File: config.mk
export PLATFORM = sky130hd
export DESIGN_NAME = external_interrupt_latch
export DESIGN_NICKNAME = d
export VERILOG_FILES = /design/src/verilog/ext_irq_pkg.sv /design/src/verilog/external_interrupt_latch.sv
export SDC_FILE = /design/constraint.sdc
export NUM_CORES = 1
export LEC_CHECK = 0
export ABC_AREA = 1
export BUFFER_PORTS_ARGS = -buffer_cell sky130_fd_sc_hd__buf_4
export CAP_MARGIN = 20
export CORE_ASPECT_RATIO = 0.5
export CORE_MARGIN = 4
export CORE_UTILIZATION = 42
export DETAILED_ROUTE_END_ITERATION = 10
export PLACE_DENSITY = 0.9
export SYNTH_ARGS = -nofsm -noshare
export SYNTH_HDL_FRONTEND = slang
export SYNTH_SLANG_ARGS = --single-unit
File: constraint.sdc
create_clock -name sys_clk_in -period 1.8 [get_ports sys_clk_in]
set_input_delay 0.27 -clock sys_clk_in [delete_from_list [all_inputs] [get_ports sys_clk_in]]
set_output_delay 0.27 -clock sys_clk_in [all_outputs]
set_load 0.005 [all_outputs]
File: src/verilog/ext_irq_pkg.sv
// Constants, register layout and bus carriers for the external interrupt latch.
// Assumes a single 40 MHz clock and an APB master on the register side.
// Notes on behaviour
// [RL1] A low on the interrupt pin sets the request latch according to the chosen sensitivity.
// [RL2] A vector fetch of this interrupt acknowledges and clears the latch that caused it.
// [RL3] Writing one to the acknowledge bit clears the latch, unless break protection forbids it.
// [RL4] Reset clears the latch and the sensitivity select, even with the pin held low.
// [RL5] With sensitivity select at zero only falling edges count and an acknowledge clears at once.
// [RL6] With sensitivity select at one both falling edges and low levels count.
// [RL7] In level mode the latch holds until an acknowledge and a high pin have both been seen.
// [RL8] A set mask withholds the latched request from the priority logic.
// [RL9] The pending flag shows the latch whatever the mask says.
// [RL10] A falling edge after an acknowledge latches a new request.
// [RL11] Servicing an unmasked request loads the program counter from the two vector bytes.
// [RL12] In break with break clear enable at zero, acknowledge writes leave the latch alone.
// [RL13] In break with break clear enable at one, an acknowledge clears and it stays cleared.
// [RL14] The status/control byte reads zero in bits 7..4 and 2, flag in 3, mask in 1, select in 0.
// [RL15] The mask bit is read/write, one disables requests, and reset clears it.
// [RL16] The pin is synchronised and a falling edge is a high sample then a low sample.
package ext_irq_pkg;

  // The control byte sits at word index 0x1A; the word bus reaches it at four times that
  localparam logic [11:0] STATUS_CONTROL_INDEX = 12'h01A;
  localparam logic [11:0] STATUS_CONTROL_ADDR  = 12'h068;
  localparam logic [11:0] EVENT_STATUS_ADDR   = 12'h020;
  localparam logic [11:0] EVENT_MASK_ADDR     = 12'h024;
  localparam logic [15:0] VECTOR_HIGH_ADDR    = 16'hFFFA;
  localparam logic [15:0] VECTOR_LOW_ADDR     = 16'hFFFB;

  localparam int SEL_BIT     = 0;
  localparam int MASK_BIT    = 1;
  localparam int ACK_BIT     = 2;
  localparam int PENDING_BIT = 3;

  localparam logic       SELECT_RESET = 1'b0;
  localparam logic       MASK_RESET   = 1'b0;
  localparam logic       LATCH_RESET  = 1'b0;
  localparam logic [1:0] EVENT_RESET  = 2'h0;
  localparam logic [2:0] SYNC_RESET   = 3'h7;

  localparam int EV_LATCH = 0;
  localparam int EV_ACK   = 1;

  typedef struct packed {
    logic        psel;
    logic        penable;
    logic        pwrite;
    logic [11:0] paddr;
    logic [31:0] pwdata;
  } apb_req_s;

  typedef struct packed {
    logic        pready;
    logic        pslverr;
    logic [31:0] prdata;
  } apb_rsp_s;

endpackage : ext_irq_pkg

File: src/verilog/external_interrupt_latch.sv
// External interrupt latch with APB registers and a sticky event interrupt.
// Assumes the pin is asynchronous, break and vector fetch come from the CPU clock domain.
//
// The APB register port is this design's own decision.
`timescale 1ns/1ps
`default_nettype none

module external_interrupt_latch
  import ext_irq_pkg::*;
(
  input  wire logic     sys_clk_in,
  input  wire logic     reset_in,
  input  wire apb_req_s apb_req_in,
  output apb_rsp_s      apb_rsp_out,
  input  wire logic     irq_pin_n_in,
  input  wire logic     vector_fetch_in,
  input  wire logic     break_state_in,
  input  wire logic     break_clear_enable_in,
  output logic          cpu_request_out,
  output logic          event_irq_out
);

  // --------------------------------------------------------------------------
  // Pin synchroniser
  // --------------------------------------------------------------------------
  logic [2:0] sync_q;
  logic       pin_prev_q;
  logic       pin_level;
  logic       pin_fall;

  always_ff @(posedge sys_clk_in) begin
    if (reset_in) begin
      sync_q     <= SYNC_RESET;
      pin_prev_q <= 1'b1;
    end else begin
      sync_q <= {sync_q[1:0], irq_pin_n_in};
      // Level only moves once the two late stages agree
      if (sync_q[2] == sync_q[1]) begin
        pin_prev_q <= sync_q[2];
      end
    end
  end

  assign pin_level = (sync_q[2] == sync_q[1]) ? sync_q[2] : pin_prev_q;
  assign pin_fall  = pin_prev_q & ~pin_level; // RL16

  // --------------------------------------------------------------------------
  // Register access
  // --------------------------------------------------------------------------
  logic       access;
  logic       wr_ctrl;
  logic       wr_status;
  logic       wr_mask;
  logic       sel_q;
  logic       mask_q;
  logic       latch_q;
  logic [1:0] ev_status_q;
  logic [1:0] ev_mask_q;
  logic       mapped;
  logic       sw_ack;
  logic       ack;
  logic       latch_set;

  assign access    = apb_req_in.psel & apb_req_in.penable;
  assign wr_ctrl   = access & apb_req_in.pwrite & (apb_req_in.paddr == STATUS_CONTROL_ADDR);
  assign wr_status = access & apb_req_in.pwrite & (apb_req_in.paddr == EVENT_STATUS_ADDR);
  assign wr_mask   = access & apb_req_in.pwrite & (apb_req_in.paddr == EVENT_MASK_ADDR);
  assign mapped    = (apb_req_in.paddr == STATUS_CONTROL_ADDR) |
                     (apb_req_in.paddr == EVENT_STATUS_ADDR) |
                     (apb_req_in.paddr == EVENT_MASK_ADDR);

  // Break protection gates only the software path; vector fetch still clears
  assign sw_ack = wr_ctrl & apb_req_in.pwdata[ACK_BIT] &
                  (~break_state_in | break_clear_enable_in); // RL3 RL12 RL13
  assign ack    = sw_ack | vector_fetch_in; // RL2

  always_ff @(posedge sys_clk_in) begin
    if (reset_in) begin
      sel_q  <= SELECT_RESET; // RL4
      mask_q <= MASK_RESET; // RL15
    end else if (wr_ctrl) begin
      sel_q  <= apb_req_in.pwdata[SEL_BIT];
      mask_q <= apb_req_in.pwdata[MASK_BIT]; // RL15
    end
  end

  // --------------------------------------------------------------------------
  // Request latch
  // --------------------------------------------------------------------------
  // A new edge beats a same-cycle acknowledge so no request is lost
  assign latch_set = pin_fall | (sel_q & ~pin_level); // RL1 RL5 RL6 RL10

  logic ack_seen_q;

  // Level mode: an acknowledge that lands while the pin is still low is
  // remembered, so the latch drops as soon as the pin returns high.
  // A new falling edge forgets it, since that edge needs its own acknowledge.
  always_ff @(posedge sys_clk_in) begin
    if (reset_in) begin
      ack_seen_q <= LATCH_RESET;
    end else begin
      ack_seen_q <= latch_q & latch_set & ~pin_fall & (ack | ack_seen_q); // RL7
    end
  end

  always_ff @(posedge sys_clk_in) begin
    if (reset_in) begin
      latch_q <= LATCH_RESET; // RL4
    end else if (latch_set) begin
      latch_q <= 1'b1; // RL1 RL7
    end else if (ack | ack_seen_q) begin
      latch_q <= 1'b0; // RL5 RL7 RL13
    end
  end

  assign cpu_request_out = latch_q & ~mask_q; // RL8 RL11

  // --------------------------------------------------------------------------
  // Sticky events
  // --------------------------------------------------------------------------
  logic [1:0] ev_hit;
  assign ev_hit = {ack & latch_q, latch_set & ~latch_q};

  always_ff @(posedge sys_clk_in) begin
    if (reset_in) begin
      ev_status_q <= EVENT_RESET;
      ev_mask_q   <= EVENT_RESET;
    end else begin
      // Set wins over write-one-to-clear
      ev_status_q <= (ev_status_q & ~(wr_status ? apb_req_in.pwdata[1:0] : 2'h0)) | ev_hit;
      if (wr_mask) begin
        ev_mask_q <= apb_req_in.pwdata[1:0];
      end
    end
  end

  assign event_irq_out = |(ev_status_q & ev_mask_q);

  // --------------------------------------------------------------------------
  // Read path
  // --------------------------------------------------------------------------
  logic [31:0] rdata_q;
  logic        err_q;
  logic        ready_q;

  always_ff @(posedge sys_clk_in) begin
    if (reset_in) begin
      rdata_q <= 32'h0;
      err_q   <= 1'b0;
      ready_q <= 1'b0;
    end else begin
      ready_q <= apb_req_in.psel & ~apb_req_in.penable;
      err_q   <= apb_req_in.psel & ~apb_req_in.penable & ~mapped;
      rdata_q <= 32'h0;
      if (apb_req_in.psel & ~apb_req_in.penable & ~apb_req_in.pwrite) begin
        unique case (apb_req_in.paddr)
          STATUS_CONTROL_ADDR: rdata_q <= {28'h0, latch_q, 1'b0, mask_q, sel_q}; // RL9 RL14
          EVENT_STATUS_ADDR:   rdata_q <= {30'h0, ev_status_q};
          EVENT_MASK_ADDR:     rdata_q <= {30'h0, ev_mask_q};
          default:             rdata_q <= 32'h0;
        endcase
      end
    end
  end

  logic rsp_ready;

  assign rsp_ready = ready_q & apb_req_in.psel & apb_req_in.penable;

  always_comb begin
    apb_rsp_out.pready  = rsp_ready;
    apb_rsp_out.pslverr = err_q & rsp_ready;
    apb_rsp_out.prdata  = rdata_q;
  end

  // --------------------------------------------------------------------------
  // Checks: pin path
  // --------------------------------------------------------------------------
  sync_edge_a: assert property (@(posedge sys_clk_in) disable iff (reset_in)
    pin_fall |-> $past(pin_level) && !pin_level) // RL16
    else $error("edge detect wrong");

  sync_reset_a: assert property (@(posedge sys_clk_in)
    reset_in |=> sync_q == SYNC_RESET && pin_prev_q) // RL16
    else $error("synchroniser not idle high after reset");

  fall_agree_a: assert property (@(posedge sys_clk_in) disable iff (reset_in)
    pin_fall |-> sync_q[2] == sync_q[1]) // RL16
    else $error("edge seen before stages agree");

  level_track_a: assert property (@(posedge sys_clk_in) disable iff (reset_in)
    sync_q[2] == sync_q[1] |=> pin_prev_q == $past(sync_q[2])) // RL16
    else $error("filtered level did not follow agreed stages");

  fall_high_a: assert property (@(posedge sys_clk_in) disable iff (reset_in)
    pin_level |-> !pin_fall) // RL16
    else $error("edge flagged with pin high");

  fall_single_a: assert property (@(posedge sys_clk_in) disable iff (reset_in)
    pin_fall |=> !pin_fall) // RL16
    else $error("one edge flagged twice");

  // --------------------------------------------------------------------------
  // Checks: request latch
  // --------------------------------------------------------------------------
  latch_reset_a: assert property (@(posedge sys_clk_in)
    reset_in |=> !latch_q && !sel_q && !mask_q) // RL4
    else $error("reset left latch or control set");

  edge_sets_a: assert property (@(posedge sys_clk_in) disable iff (reset_in)
    pin_fall |=> latch_q) // RL1
    else $error("falling edge not latched");

  vector_clear_a: assert property (@(posedge sys_clk_in) disable iff (reset_in)
    vector_fetch_in && !latch_set |=> !latch_q) // RL2
    else $error("vector fetch did not clear");

  soft_ack_a: assert property (@(posedge sys_clk_in) disable iff (reset_in)
    wr_ctrl && apb_req_in.pwdata[ACK_BIT] && !break_state_in && !latch_set |=> !latch_q) // RL3
    else $error("software ack did not clear");

  break_protect_a: assert property (@(posedge sys_clk_in) disable iff (reset_in)
    break_state_in && !break_clear_enable_in && !vector_fetch_in && !ack_seen_q && latch_q
    |=> latch_q) // RL12
    else $error("latch cleared during protected break");

  level_hold_a: assert property (@(posedge sys_clk_in) disable iff (reset_in)
    sel_q && !pin_level |=> latch_q) // RL6
    else $error("low level not held in level mode");

  edge_mode_a: assert property (@(posedge sys_clk_in) disable iff (reset_in)
    !sel_q && !latch_q && pin_level && !pin_fall ##1 !pin_fall |-> !latch_q) // RL5
    else $error("edge mode latched without edge");

  latch_rise_a: assert property (@(posedge sys_clk_in) disable iff (reset_in)
    $rose(latch_q) |-> $past(latch_set)) // RL1
    else $error("latch rose with no request");

  latch_fall_a: assert property (@(posedge sys_clk_in) disable iff (reset_in)
    $fell(latch_q) |-> $past(ack || ack_seen_q) && !$past(latch_set)) // RL2
    else $error("latch fell with no acknowledge");

  set_beats_ack_a: assert property (@(posedge sys_clk_in) disable iff (reset_in)
    latch_set |=> latch_q) // RL10
    else $error("new request lost to an acknowledge");

  level_memo_a: assert property (@(posedge sys_clk_in) disable iff (reset_in)
    latch_q && sel_q && !pin_level && !pin_fall && ack |=> ack_seen_q && latch_q) // RL7
    else $error("early acknowledge not remembered");

  level_release_a: assert property (@(posedge sys_clk_in) disable iff (reset_in)
    ack_seen_q && !latch_set |=> !latch_q) // RL7
    else $error("latch held after ack and high pin");

  edge_no_memo_a: assert property (@(posedge sys_clk_in) disable iff (reset_in)
    !sel_q |=> !ack_seen_q) // RL5
    else $error("edge mode kept a deferred acknowledge");

  fall_forgets_a: assert property (@(posedge sys_clk_in) disable iff (reset_in)
    pin_fall |=> !ack_seen_q) // RL10
    else $error("old acknowledge applied to new edge");

  brk_blocked_a: assert property (@(posedge sys_clk_in) disable iff (reset_in)
    break_state_in && !break_clear_enable_in |-> !sw_ack) // RL12
    else $error("software ack passed protected break");

  brk_allowed_a: assert property (@(posedge sys_clk_in) disable iff (reset_in)
    break_state_in && break_clear_enable_in && wr_ctrl && apb_req_in.pwdata[ACK_BIT]
    |-> sw_ack) // RL13
    else $error("software ack lost in open break");

  // --------------------------------------------------------------------------
  // Checks: request and event outputs
  // --------------------------------------------------------------------------
  mask_gate_a: assert property (@(posedge sys_clk_in) disable iff (reset_in)
    cpu_request_out == (latch_q && !mask_q)) // RL8
    else $error("mask gating wrong");

  masked_quiet_a: assert property (@(posedge sys_clk_in) disable iff (reset_in)
    mask_q |-> !cpu_request_out) // RL8
    else $error("masked request reached priority logic");

  ev_latch_a: assert property (@(posedge sys_clk_in) disable iff (reset_in)
    latch_set && !latch_q |=> ev_status_q[EV_LATCH]) // RL1
    else $error("latch event not recorded");

  ev_ack_a: assert property (@(posedge sys_clk_in) disable iff (reset_in)
    ack && latch_q |=> ev_status_q[EV_ACK]) // RL2
    else $error("acknowledge event not recorded");

  ev_sticky_a: assert property (@(posedge sys_clk_in) disable iff (reset_in)
    ev_status_q[EV_LATCH] && !wr_status |=> ev_status_q[EV_LATCH])
    else $error("event bit dropped without a clear");

  ev_clear_a: assert property (@(posedge sys_clk_in) disable iff (reset_in)
    wr_status && apb_req_in.pwdata[EV_LATCH] && !(latch_set && !latch_q)
    |=> !ev_status_q[EV_LATCH])
    else $error("event bit survived its clear");

  ev_mask_wr_a: assert property (@(posedge sys_clk_in) disable iff (reset_in)
    wr_mask |=> ev_mask_q == $past(apb_req_in.pwdata[1:0]))
    else $error("event mask write lost");

  // --------------------------------------------------------------------------
  // Checks: register bus
  // --------------------------------------------------------------------------
  read_layout_a: assert property (@(posedge sys_clk_in) disable iff (reset_in)
    apb_rsp_out.pready && !apb_req_in.pwrite && apb_req_in.paddr == STATUS_CONTROL_ADDR
    |-> apb_rsp_out.prdata[7:4] == 4'h0 && !apb_rsp_out.prdata[ACK_BIT]) // RL14
    else $error("reserved bits read nonzero");

  flag_read_a: assert property (@(posedge sys_clk_in) disable iff (reset_in)
    apb_rsp_out.pready && !apb_req_in.pwrite && apb_req_in.paddr == STATUS_CONTROL_ADDR
    |-> apb_rsp_out.prdata[PENDING_BIT] == $past(latch_q)) // RL9
    else $error("pending flag read wrong");

  ctrl_read_a: assert property (@(posedge sys_clk_in) disable iff (reset_in)
    apb_rsp_out.pready && !apb_req_in.pwrite && apb_req_in.paddr == STATUS_CONTROL_ADDR
    |-> apb_rsp_out.prdata[MASK_BIT] == $past(mask_q)) // RL15
    else $error("mask read wrong");

  ctrl_write_a: assert property (@(posedge sys_clk_in) disable iff (reset_in)
    wr_ctrl |=> mask_q == $past(apb_req_in.pwdata[MASK_BIT]) &&
    sel_q == $past(apb_req_in.pwdata[SEL_BIT])) // RL15
    else $error("control write lost");

  ready_first_a: assert property (@(posedge sys_clk_in) disable iff (reset_in)
    apb_req_in.psel && !apb_req_in.penable ##1 apb_req_in.psel && apb_req_in.penable
    |-> apb_rsp_out.pready)
    else $error("access phase not answered at once");

  idle_quiet_a: assert property (@(posedge sys_clk_in) disable iff (reset_in)
    !apb_req_in.psel |-> !apb_rsp_out.pready && !apb_rsp_out.pslverr)
    else $error("answer without a selected transfer");

  unmapped_err_a: assert property (@(posedge sys_clk_in) disable iff (reset_in)
    apb_rsp_out.pready && !mapped |-> apb_rsp_out.pslverr)
    else $error("unmapped access not refused");

  mapped_ok_a: assert property (@(posedge sys_clk_in) disable iff (reset_in)
    apb_rsp_out.pready && mapped |-> !apb_rsp_out.pslverr)
    else $error("mapped access refused");

  write_rdata_a: assert property (@(posedge sys_clk_in) disable iff (reset_in)
    apb_rsp_out.pready && apb_req_in.pwrite |-> apb_rsp_out.prdata == 32'h0)
    else $error("write returned read data");

endmodule : external_interrupt_latch

`default_nettype wire
==> metrics.md <==
| Metric | Value |
|---|---|
| Status | `completed` |
| Clk_skew | `1.62 ps` |
| Via count | `948` |
| DR DRC count | `0` |
| Vias per cell | `4.10` |
| HPWL after DPL | `1870 microns` |
| Worst Path Required | `1530 ps` |
| Syn avg cell area | `6.84 sq um` |
| Setup WS post-layout | `565 ps` |
| Router iterations before antenna repair | `4` |
| Clock Sinks | `17` |
| Grt total ovfl | `0` |
| Hold_buf cts | `0` |
| Ys Warns | `0` |
| Crit. End Element | `primary output` |
| Worst EP arrival | `960 ps` |
| Antenna-violating nets left | `0` |
| First-pass GRT wire length | `3390 microns` |
| Fraction of layout cells with a size suffix above 1 | `0.270` |
| Final Wtd Congestion | `0.842` |
| CTS tree | `yes` |
| Fmax | `0.810 GHz` |
| Inst Count DP | `227` |
| TritonCTS buffer count | `3` |
| Top Ports | `89` |
| Dpl ws | `543 ps` |
| Hold Crit Class | `in2reg` |
| Peak supply drop | `0.246 mV` |
| Htree depth | `1` |
| Setup TNS | `0 ps` |
| Buffers on Ports | `30` |
| Top post-synthesis cells by area | `dfxtp_1 (30%), buf_4 (20%), nand2_1 (9.4%), inv_1 (8.7%), nor2_1 (7.7%)` |
| Die area | `3610 sq um` |
| Most common cell in the netlist | `buf_4` |
| Max Cap Viol | `0` |
| Final hold vios | `0` |
| Most used DFF post-synth | `dfxtp_1` |
| Startpoint Class | `flip-flop` |
| Diodes inserted | `0` |
| Async S/R FF share, synth | `0` |
| Setup Buffers After CTS | `0` |
| Largest stage delay, worst path | `350 ps` |
| Slowest-stage cell, CP | `dfxtp_1` |
| Clock transition at path regs | `60 ps` |
| GR Util All Layers | `0.123` |
| Gate count of the mapped netlist | `164` |
| Die Span Y | `44.6 microns` |
| CP max FO | `2` |
| Starting Density | `0.473` |
| Most frequent cells after synthesis | `buf_4 (30), nand2_1 (28), inv_1 (26), nor2_1 (23), dfxtp_1 (17)` |
| Sequential fraction of the synthesis area | `0.303` |
| Max-slew violation count | `0` |
| Fin nets | `250` |
| PwrDens | `574 nW/um^2` |
| Post-route cell area | `1320 sq um` |
| Critical-path cell list | `inv_1 > o22ai_1 > buf_4` |
| Period utilisation layout | `0.686` |
| Top-area cell type share of the netlist area | `0.303` |
| Core area | `2370 sq um` |
| CTS Buffer Depth | `2` |
| Number of global-route vias before repair | `824` |
| Pleak | `0.707 nW` |
| Antenna violations before repair | `0` |
| Area Overhead vs Synth | `17.3%` |
| Number of synthesized register bits | `17` |
| Root Buffer | `clkbuf_8` |
| Minimum clock period after layout | `1230 ps` |
| Largest net degree at the start of global routing | `10` |
| Unrepaired setup endpoints after global routing | `no` |
| FP Rows | `12` |
| Die Width | `81.1 microns` |
| Drt first-iter violations | `61` |
| Critical path type | `reg2out` |
| Netlist cell types | `22` |
| Placement Cell Area | `1270 sq um` |
| DR WL/cell | `9.32 microns` |
| Post-Layout Cell Count | `231` |
| Post-synth EDFFs | `0` |
| Post-Route WL | `2150 microns` |
| Mapped cell area | `1120 sq um` |
| Final setup viols | `0` |
| Worst-Skew Late Latency | `250 ps` |
| Post-synth top area cell | `dfxtp_1` |
| Post-cts sizing count | `0` |
## final timing paths
check / depth (start not counted) / end / slack, ps / startpoint
worst max-delay path: 3 / event_irq_out / 570 / ev_mask_q[0]$_SDFFE_PP0P_
worst min-delay path: 2 / rdata_q[3]$_SDFF_PP0_ / 190 / apb_req_in[44]
worst max register to register: 5 / latch_q$_SDFFE_PP0P_ / 920 / sync_q[1]$_SDFF_PP1_
worst min register to register: 1 / sync_q[1]$_SDFF_PP1_ / 410 / sync_q[0]$_SDFF_PP1_
## placed cells by master (no fill, tap or decap), drive strengths merged, types with 2 or more instances in the layout
cell    count
nand2      32
buf        30
nor2       30
conb       29
inv        27
dfxtp      17
nand3      13
clkbuf      4
a21oi       3
or2         3
nand4       2
## kinds of logic (layout without fill, tap and decap cells)
group,after synthesis,after routing,synth area share
and+or+nand+nor,82,82,0.367
buffers and inverters,58,62,0.294
DFF,17,17,0.303
AOI/OAI and AO/OA,6,6,0.0323
other,1,29,0.00334
## layer usage
| metal | track usage | up-vias | wire, microns |
|---|---|---|---|
| met2 | 0.219 | 38 | 1090 |
| met1 | 0.141 | 411 | 834 |
| met5 | 0 | - | 0 |
| met4 | 0.0269 | 0 | 10 |
| met3 | 0.0488 | 3 | 215 |
| li1 | - | 496 | - |
## flip-flops by register name (all words and copies together), names as in the netlist
name / flops
rdata_q: 3
sync_q: 3
ev_mask_q: 2
ev_status_q: 2
ack_seen_q: 1
err_q: 1
latch_q: 1
mask_q: 1
pin_prev_q: 1
ready_q: 1
sel_q: 1
## power by group
part	internal, mW	switching, mW	leakage (nW)
clock	0.157	0.119	0.0228
sequential	0.381	0.00167	0.138
combinational	0.0435	0.0523	0.547
## per-stage QoR
step	total power, mW	hold slack [ps]	util
detailed placement	0.485	400	0.536
floorplan	0.482	347	-
global placement	0.482	392	0.536
finish	0.755	193	0.555
CTS	0.760	187	0.555
global route	0.794	181	0.555
## area by class of cell
| cell class | instances | area (sq um) |
|---|---|---|
| inverter | 28 | 105 |
| clock buffer | 4 | 45.0 |
| fill | 207 | 1060 |
| multi-input combinational | 117 | 557 |
| timing repair buffer | 30 | 225 |
| sequential | 17 | 340 |
| tap | 35 | 43.8 |
## critical path, delay by kind of cell, from the launching register on
family,cells,cell delay (ps)
compound gates,1,170
buf+inv,2,200
flops,1,350
Power figures use the tool's default switching activity.
